### src/common/xbi_consts.svh
/*
  Constants for the external bus interface of the signal-processor device.
  Assumes inclusion by bare name from the design file; definitions only.
*/
//
// Behaviour
// RQ1: Space select low only during its access.
// RQ2: Memory strobe low only for memory access.
// RQ3: I/O strobe low only for I/O access.
// RQ4: Direction high, low only when writing.
// RQ5: Ready low: wait a cycle, resample.
// RQ6: Ready sampled only after two-plus software waits.
// RQ7: Wait-complete low first wait, high last.
// RQ8: Wait-complete looped to ready adds one wait.
// RQ9: Hold request acknowledged by releasing bus lines.
// RQ10: Hold acknowledge only while lines released.
// RQ11: Hold mode floats selects, strobes, direction.
// RQ12: Output disable floats every bus output.
// RQ13: Fetch indicator low for instruction addresses.
// RQ14: Clock output toggles once per machine cycle.
// RQ15: Data bus floats unless writing, reset, hold.
// RQ16: Bus holder keeps last driven data level; data_o takes each access's write data, reads included.
// RQ17: Software wait count from configuration input.
`ifndef XBI_CONSTS_SVH
`define XBI_CONSTS_SVH
`define XBI_SPACE_DATA 2'h0
`define XBI_SPACE_PROG 2'h1
`define XBI_SPACE_IO   2'h2
`define XBI_MIN_READY_WAITS 3'h2
`define XBI_ONE_WAIT 3'h1
`define XBI_ZERO_WAIT 3'h0
`endif

### src/common/xbi_pkg.sv
/*
  Types for the external bus interface.
  Assumes the constants header is compiled alongside.
*/
package xbi_pkg;
  typedef enum logic [2:0] {
    XBI_IDLE,
    XBI_WAIT,
    XBI_READY,
    XBI_HOLD
  } xbi_state_t;
endpackage

### src/hdl/xbi_bus.sv
/*
  External memory and I/O bus interface: selects, strobes, direction, waits,
  hold handshake, fetch indicator, machine-cycle clock and data bus drive.
  Assumes request inputs are synchronous to clk and held until req_done.
*/
`timescale 1ns/100ps
`include "xbi_consts.svh"
`default_nettype none
module xbi_bus #(
  parameter int DW = 16,
  parameter int AW = 16
) (
  // Clock and reset
  input  wire logic          clk,
  input  wire logic          rstn,
  // Core request side
  input  wire logic          req_valid,
  input  wire logic [1:0]    req_space,
  input  wire logic          req_write,
  input  wire logic          req_fetch,
  input  wire logic [AW-1:0] req_addr,
  input  wire logic [DW-1:0] req_wdata,
  input  wire logic [2:0]    sw_wait_count,
  output logic               req_done,
  output logic [DW-1:0]      req_rdata,
  // External bus
  input  wire logic          ready,
  input  wire logic          hold_req_n,
  input  wire logic          output_disable_n,
  input  wire logic          device_reset_n,
  output logic [AW-1:0]      addr_o,
  output logic               addr_oe_n,
  input  wire logic [DW-1:0] data_i,
  output logic [DW-1:0]      data_o,
  output logic               data_oe_n,
  output logic               data_space_select_n,
  output logic               program_space_select_n,
  output logic               io_space_select_n,
  output logic               memory_strobe_n,
  output logic               io_strobe_n,
  output logic               rw_dir,
  output logic               ctl_oe_n,
  output logic               bus_grant_ack_n,
  output logic               wait_complete_n,
  output logic               instr_fetch_n,
  output logic               machine_cycle_clock_out,
  output logic               misc_oe_n
);

  logic rst_sync1_ff;
  logic rst_sync2_ff;
  always_ff @(posedge clk or negedge rstn) begin
    if (!rstn) begin
      rst_sync1_ff <= 1'b0;
      rst_sync2_ff <= 1'b0;
    end else begin
      rst_sync1_ff <= 1'b1;
      rst_sync2_ff <= rst_sync1_ff;
    end
  end

  // Access sequencing state
  xbi_pkg::xbi_state_t state_ff;
  xbi_pkg::xbi_state_t nxt_state;
  logic [2:0]          wcnt_ff;
  logic [2:0]          nxt_wcnt;
  logic [1:0]          space_ff;
  logic [1:0]          nxt_space;
  logic                write_ff;
  logic                nxt_write;
  logic                fetch_ff;
  logic                nxt_fetch;
  logic [AW-1:0]       addr_ff;
  logic [AW-1:0]       nxt_addr;
  logic [DW-1:0]       wdata_ff;
  logic [DW-1:0]       nxt_wdata;
  logic [DW-1:0]       rdata_ff;
  logic [DW-1:0]       nxt_rdata;
  logic                done_ff;
  logic                nxt_done;
  logic                finish;

  // Registered pin drivers
  logic                msc_ff;
  logic                nxt_msc;
  logic                machine_cycle_clock_out_ff;
  logic                nxt_machine_cycle_clock_out;
  logic                ds_ff;
  logic                ps_ff;
  logic                is_ff;
  logic                ms_ff;
  logic                ios_ff;
  logic                rw_ff;
  logic                dataoe_ff;
  logic                nxt_ds;
  logic                nxt_ps;
  logic                nxt_is;
  logic                nxt_ms;
  logic                nxt_ios;
  logic                nxt_rw;
  logic                nxt_dataoe;
  logic                ctloe_ff;
  logic                nxt_ctloe;
  logic                bus_grant_ack_n_ff;
  logic                nxt_bus_grant_ack_n;
  logic                miscoe_ff;
  logic                nxt_miscoe;
  logic                iaq_ff;
  logic                nxt_iaq;
  logic                addroe_ff;
  logic                nxt_addroe;

  // Ready sample stages
  logic                rdy1_ff;
  logic                nxt_rdy1;
  logic                rdy2_ff;
  logic                nxt_rdy2;

  always_comb begin
    nxt_state  = state_ff;
    nxt_wcnt   = wcnt_ff;
    nxt_space  = space_ff;
    nxt_write  = write_ff;
    nxt_fetch  = fetch_ff;
    nxt_addr   = addr_ff;
    nxt_wdata  = wdata_ff;
    nxt_rdata  = rdata_ff;
    nxt_done   = 1'b0;
    nxt_msc    = 1'b1;
    nxt_machine_cycle_clock_out = ~machine_cycle_clock_out_ff; // RQ14
    finish     = 1'b0;
    case (state_ff)
      xbi_pkg::XBI_IDLE: begin
        if (!hold_req_n) begin
          nxt_state = xbi_pkg::XBI_HOLD; // RQ9
        end else if (req_valid && !done_ff) begin
          nxt_space = req_space;
          nxt_write = req_write;
          nxt_fetch = req_fetch;
          nxt_addr  = req_addr;
          nxt_wdata = req_wdata;
          nxt_wcnt  = sw_wait_count; // RQ17
          if (sw_wait_count == `XBI_ZERO_WAIT) begin
            nxt_state = xbi_pkg::XBI_READY;
          end else begin
            nxt_state = xbi_pkg::XBI_WAIT;
            // Active from the first software wait state
            nxt_msc = !(sw_wait_count >= `XBI_MIN_READY_WAITS); // RQ7
          end
        end
      end
      xbi_pkg::XBI_WAIT: begin
        nxt_wcnt = wcnt_ff - `XBI_ONE_WAIT;
        // Stays low until the start of the last wait state
        nxt_msc  = !(wcnt_ff > `XBI_MIN_READY_WAITS); // RQ7
        if (wcnt_ff == `XBI_ONE_WAIT) begin
          nxt_state = xbi_pkg::XBI_READY;
        end
      end
      xbi_pkg::XBI_READY: begin
        // Ready only considered with two or more programmed waits
        // Two-stage sample, so a looped wait-complete adds one wait
        if (sw_wait_count < `XBI_MIN_READY_WAITS || rdy2_ff) begin // RQ5 RQ6 RQ8
          finish = 1'b1;
        end
        if (finish) begin
          nxt_done  = 1'b1;
          nxt_state = xbi_pkg::XBI_IDLE;
          if (!write_ff) begin
            nxt_rdata = data_i;
          end
        end
      end
      xbi_pkg::XBI_HOLD: begin
        if (hold_req_n) begin
          nxt_state = xbi_pkg::XBI_IDLE;
        end
      end
      default: begin
        nxt_state = xbi_pkg::XBI_IDLE;
      end
    endcase
  end

  always_comb begin
    nxt_ps     = !(nxt_state inside {xbi_pkg::XBI_WAIT, xbi_pkg::XBI_READY} &&
                   nxt_space == `XBI_SPACE_PROG); // RQ1
    nxt_ds     = !(nxt_state inside {xbi_pkg::XBI_WAIT, xbi_pkg::XBI_READY} &&
                   nxt_space == `XBI_SPACE_DATA); // RQ1
    nxt_is     = !(nxt_state inside {xbi_pkg::XBI_WAIT, xbi_pkg::XBI_READY} &&
                   nxt_space == `XBI_SPACE_IO); // RQ1
    nxt_ms     = nxt_ds & nxt_ps; // RQ2
    nxt_ios    = nxt_is; // RQ3
    nxt_rw     = !(nxt_state inside {xbi_pkg::XBI_WAIT, xbi_pkg::XBI_READY} && nxt_write); // RQ4
    nxt_iaq    = !(nxt_state inside {xbi_pkg::XBI_WAIT, xbi_pkg::XBI_READY} && nxt_fetch); // RQ13
    nxt_bus_grant_ack_n  = !((nxt_state == xbi_pkg::XBI_HOLD) && output_disable_n); // RQ10 RQ12
    nxt_ctloe  = (nxt_state == xbi_pkg::XBI_HOLD) || !output_disable_n; // RQ11 RQ12
    nxt_addroe = nxt_ctloe; // RQ9
    nxt_miscoe = !output_disable_n; // RQ12
    // Data driven only on a write, never in reset, hold or disable
    nxt_dataoe = !(nxt_state inside {xbi_pkg::XBI_WAIT, xbi_pkg::XBI_READY} && nxt_write &&
                   device_reset_n && output_disable_n && hold_req_n); // RQ15
  end

  // Ready pin sampled through two stages
  always_comb begin
    nxt_rdy1 = ready;
    nxt_rdy2 = rdy1_ff; // RQ8
  end

  always_ff @(posedge clk or negedge rst_sync2_ff) begin
    if (!rst_sync2_ff) begin
      rdy1_ff <= 1'b1;
      rdy2_ff <= 1'b1;
    end else begin
      rdy1_ff <= nxt_rdy1;
      rdy2_ff <= nxt_rdy2;
    end
  end

  // Sequencing registers
  always_ff @(posedge clk or negedge rst_sync2_ff) begin
    if (!rst_sync2_ff) begin
      state_ff  <= xbi_pkg::XBI_IDLE;
      wcnt_ff   <= `XBI_ZERO_WAIT;
      space_ff  <= `XBI_SPACE_DATA;
      write_ff  <= 1'b0;
      fetch_ff  <= 1'b0;
      addr_ff   <= '0;
      wdata_ff  <= '0;
      rdata_ff  <= '0;
      done_ff   <= 1'b0;
    end else begin
      state_ff  <= nxt_state;
      wcnt_ff   <= nxt_wcnt;
      space_ff  <= nxt_space;
      write_ff  <= nxt_write;
      fetch_ff  <= nxt_fetch;
      addr_ff   <= nxt_addr;
      wdata_ff  <= nxt_wdata; // RQ16
      rdata_ff  <= nxt_rdata;
      done_ff   <= nxt_done;
    end
  end

  // Pin driver registers, idle levels in reset
  always_ff @(posedge clk or negedge rst_sync2_ff) begin
    if (!rst_sync2_ff) begin
      msc_ff    <= 1'b1;
      machine_cycle_clock_out_ff <= 1'b0;
      ds_ff     <= 1'b1;
      ps_ff     <= 1'b1;
      is_ff     <= 1'b1;
      ms_ff     <= 1'b1;
      ios_ff    <= 1'b1;
      rw_ff     <= 1'b1;
      iaq_ff    <= 1'b1;
      bus_grant_ack_n_ff  <= 1'b1;
      ctloe_ff  <= 1'b0;
      addroe_ff <= 1'b0;
      miscoe_ff <= 1'b0;
      dataoe_ff <= 1'b1;
    end else begin
      msc_ff    <= nxt_msc;
      machine_cycle_clock_out_ff <= nxt_machine_cycle_clock_out;
      ds_ff     <= nxt_ds;
      ps_ff     <= nxt_ps;
      is_ff     <= nxt_is;
      ms_ff     <= nxt_ms;
      ios_ff    <= nxt_ios;
      rw_ff     <= nxt_rw;
      iaq_ff    <= nxt_iaq;
      bus_grant_ack_n_ff  <= nxt_bus_grant_ack_n;
      ctloe_ff  <= nxt_ctloe;
      addroe_ff <= nxt_addroe;
      miscoe_ff <= nxt_miscoe;
      dataoe_ff <= nxt_dataoe;
    end
  end

  // Data output keeps the write data of the last access, read or write, acting as the bus holder
  assign addr_o                  = addr_ff;
  assign addr_oe_n               = addroe_ff;
  assign data_o                  = wdata_ff; // RQ16
  assign data_oe_n               = dataoe_ff;
  assign data_space_select_n     = ds_ff;
  assign program_space_select_n  = ps_ff;
  assign io_space_select_n       = is_ff;
  assign memory_strobe_n         = ms_ff;
  assign io_strobe_n             = ios_ff;
  assign rw_dir                  = rw_ff;
  assign ctl_oe_n                = ctloe_ff;
  assign bus_grant_ack_n         = bus_grant_ack_n_ff;
  assign wait_complete_n         = msc_ff;
  assign instr_fetch_n           = iaq_ff;
  assign machine_cycle_clock_out = machine_cycle_clock_out_ff;
  assign misc_oe_n               = miscoe_ff;
  assign req_done                = done_ff;
  assign req_rdata               = rdata_ff;

endmodule
`default_nettype wire

### config.mk
export PLATFORM = sky130hd
export DESIGN_NAME = xbi_bus
export DESIGN_NICKNAME = d
export VERILOG_FILES = /design/src/common/xbi_pkg.sv /design/src/hdl/xbi_bus.sv
export VERILOG_INCLUDE_DIRS = /design/src /design/src/common
export SDC_FILE = /design/constraint.sdc
export NUM_CORES = 1
export LEC_CHECK = 0
export BUFFER_PORTS_ARGS = -buffer_cell sky130_fd_sc_hd__buf_2
export CELL_PAD_IN_SITES_DETAIL_PLACEMENT = 1
export CELL_PAD_IN_SITES_GLOBAL_PLACEMENT = 1
export CORE_UTILIZATION = 38
export CTS_CLUSTER_SIZE = 40
export DETAILED_ROUTE_END_ITERATION = 8
export PLACE_DENSITY = 0.81
export SLEW_MARGIN = 25
export SYNTH_ARGS = -nofsm -noshare
export SYNTH_HDL_FRONTEND = slang
export SYNTH_SLANG_ARGS = --single-unit
export TNS_END_PERCENT = 100
### constraint.sdc
create_clock -name clk -period 7.4 [get_ports clk]
set_clock_uncertainty 0.15 [all_clocks]
set_input_delay 0 -clock clk [delete_from_list [all_inputs] [get_ports clk]]
set_output_delay 0 -clock clk [all_outputs]
set_load 0.1 [all_outputs]
==> flow_summary_export.csv <==
group,metric,value,unit
outcome,run_status,"finished clean",
timing,min_period,2.34,ns
global_routing,grt_pass1_vias,2866,
place,portBuffers,124,
min_path,whs_path_depth,5,
synth,ys_warn_count,0,
synth,synthCells,270,
run,drv_cap,0,
synth,ys.flop_type,"dfrtp_1",
synth,syn_avg_cell_area,11.1,sq um
floorplan,rows,32,
floorplan,die_height,90.8,um
clocking,path_clk_slew,0.08,ns
timing,setup_tns,0,ns
worst_setup_path,reg2regPathDepth,4,
clocking,cts_tree,"done",
layout,n_antenna_cell,0,
floorplan,io_pins,125,
layout,areaGrowthSynthToFinish,51.4,%
worst_setup_path,cp.required,7.51,ns
detailed_routing,wl,8880,um
clocking,htreeDepth,3,
synth,synthTopCellsByArea,"dfrtp_1 53%, nand2_1 13%, dfstp_2 9.7%",
floorplan,core,7690,sq um
place,placed_cell_area,3680,sq um
clocking,clockBufferDepth,2,
synth,ys_seq_area_share,63.1,%
detailed_routing,drt_iter0_markers,69,
worst_setup_path,critical_path_buf_inv_count,0,
floorplan,initial_utilization,38.9,%
clocking,clk_latency,0.34,ns
worst_setup_path,critPathSlowestCell,"nor2_4",
synth,ys_ff_latch,75,
synth,yosysTopAreaCellShare,53.5,%
worst_setup_path,critPathMaxFanout,34,
worst_setup_path,cp_cell_sequence,"or4b_4 > nor2_4 > a21oi_1 > mux2i_1",
synth,synth_edf_count,0,
layout,drive_gt1_share,35.1,%
global_routing,antenna_found_initial,0,
detailed_routing,routed_via_density,4.70,
timing,max_freq,0.427,GHz
global_routing,grt_max_degree,74,
clocking,clockRootBuffer,"clkbuf_8",
layout,n_fill_cell,876,
detailed_routing,antenna_left,0,
clocking,cts_sinks,75,
worst_setup_path,startpoint_type,"register",
synth,synthArstFlopShare,100,%
clocking,post-cts-setup-buffer-count,0,
timing,post-route-period-util,31.7,%
place,hpwlAfterDp,5160,um
min_path,min_from,"req_valid",
timing,hold_viol,0,
global_routing,grt_pass1_wl,14400,um
timing,whs,0.129,ns
synth,yosys.area.top_type,"dfrtp_1",
synth,syn_nets,335,
floorplan,fp.dieW,90.8,um
synth,synthDistinctLibCells,42,
worst_setup_path,end_kind,"register",
detailed_routing,dr.pass1.iters,4,
worst_setup_path,critPathKind,"register to register",
detailed_routing,drcViolationCount,0,
layout,final_cell_area,4530,sq um
timing,drv_slew,0,
detailed_routing,vias,2653,
timing,rsz0062_at_grt,"false",
worst_setup_path,reg2reg_from,"state_ff[0]$_DFF_PN0_",
worst_setup_path,cp.arrival,2.45,ns
clocking,cts-buffers-inserted,9,
place,place_congestion,0.785,
worst_setup_path,r2r-end,"wcnt_ff[1]$_DFFE_PN0P_",
global_routing,grt_overflow_total,0,
synth,syn_area,2990,sq um
worst_setup_path,cp_top_family,"simple AND/OR/NAND/NOR gates",
min_path,whs_endpoint,"data_o[2]$_DFFE_PN0P_",
timing,slew_headroom,47.5,%
worst_setup_path,critPathMaxStageDelay,0.64,ns
layout,nNetsFinal,522,
detailed_routing,drt-wirelength-per-cell,15.7,um
global_routing,track_usage,22.5,%
worst_setup_path,r2r_slack,5.06,ns
timing,setup_viol,0,
timing,worstMarginPinSlew,0.786,ns
floorplan,die_area,8240,sq um
min_path,hp-class,"input port to register",
cell type report:
class / count / area (sq um) / share of cell area (%)
Clock buffer: 13 / 169 / 3.73
Clock inverter: 3 / 43.8 / 0.966
Inverter: 8 / 30.0 / 0.662
Multi-Input combinational cell: 175 / 1000 / 22.1
Sequential cell: 75 / 1890 / 41.8
Tap cell: 102 / 128 / 2.81
Timing Repair Buffer: 188 / 1270 / 27.9
per-layer routing:
metal,global-route usage [%],part of all wire (%),up-vias
met5,0,0,-
met4,6.45,1.5,0
met3,4.88,4.5,10
met2,41.5,54,92
met1,26.1,41,1301
li1,-,-,1250
registers in the layout (all words and copies together), names as in the netlist, 2 cells and up:
name       count
data_o        16
space_ff       2
state_ff       3
wcnt_ff        3
addr_o        16
req_rdata     16
synth_stat cells (5+ instances only):
library cell	number
buf_2	5
a21oi_1	5
dfstp_2	11
mux2_1	17
inv_1	7
nand2_1	102
o211ai_1	5
nand3_1	5
dfrtp_1	64
worst max path at each step:
stage	startpoint	end	slack, ns	cells after the start
global route	state_ff[0]$_DFF_PN0_	wcnt_ff[1]$_DFFE_PN0P_	4.91	4
floorplan	rst_sync2_ff$_DFF_PN0_	addr_o[0]$_DFFE_PN0P_	5.03	0
finish	state_ff[0]$_DFF_PN0_	wcnt_ff[1]$_DFFE_PN0P_	5.06	4
global placement	state_ff[0]$_DFF_PN0_	wcnt_ff[1]$_DFFE_PN0P_	5.10	4
detailed placement	state_ff[0]$_DFF_PN0_	wcnt_ff[1]$_DFFE_PN0P_	5.04	4
CTS	state_ff[0]$_DFF_PN0_	wcnt_ff[1]$_DFFE_PN0P_	5.02	4
metrics by stage:
| step | setup slack (ns) | instances | utilization (%) |
|---|---|---|---|
| 5_1_grt | 4.91 | 564 | 59.0 |
| 2_1_floorplan | 5.03 | 270 | - |
| 3_5_place_dp | 5.04 | 485 | 47.9 |
| 6_report | 5.06 | 564 | 59.0 |
| 4_1_cts | 5.02 | 562 | 58.6 |
| 3_3_place_gp | 5.10 | 485 | 47.9 |
tightest hold or removal path, cell delays in order:
cell,delay (ns)
buf_2,0.12
nor4b_4,0.15
nand2_1,0.17
nand2_1,0.09
nand2_1,0.06
cell usage in the layout, fill, tap and decap left out, types with 2 or more instances in the layout:
cell type / count
nor2b_1: 3
nand3_1: 5
o211ai_1: 5
dfstp_2: 11
nand2_1: 102
a21oi_1: 5
dlygate4sd3_1: 61
dfrtp_1: 63
inv_1: 7
nor2_1: 3
buf_4: 2
nand2b_1: 3
o21ai_1: 2
o2111ai_1: 2
buf_2: 124
mux2_1: 17
ha_1: 3
conb_1: 2
clkbuf_8: 12
and2_1: 2
what timing repair did:
action | in CTS | in global routing
resized for setup | 0 | 0
hold endpoints to repair | 71 | 0
hold buffers | 61 | 0
kinds of logic after synthesis:
| group | count (synthesis) | synth area share (%) |
|---|---|---|
| compound gates | 22 | 5.10 |
| fa+ha+maj | 3 | 1.25 |
| simple gates | 128 | 19.5 |
| buf+inv | 20 | 3.34 |
| mux | 19 | 7.10 |
| flops | 75 | 63.1 |
| xor+xnor | 1 | 0.293 |
| other cells | 2 | 0.251 |
Power is left out: the tool's default activity adds up to more than one toggle a clock period on the data nets, which glitch-free logic cannot reach.
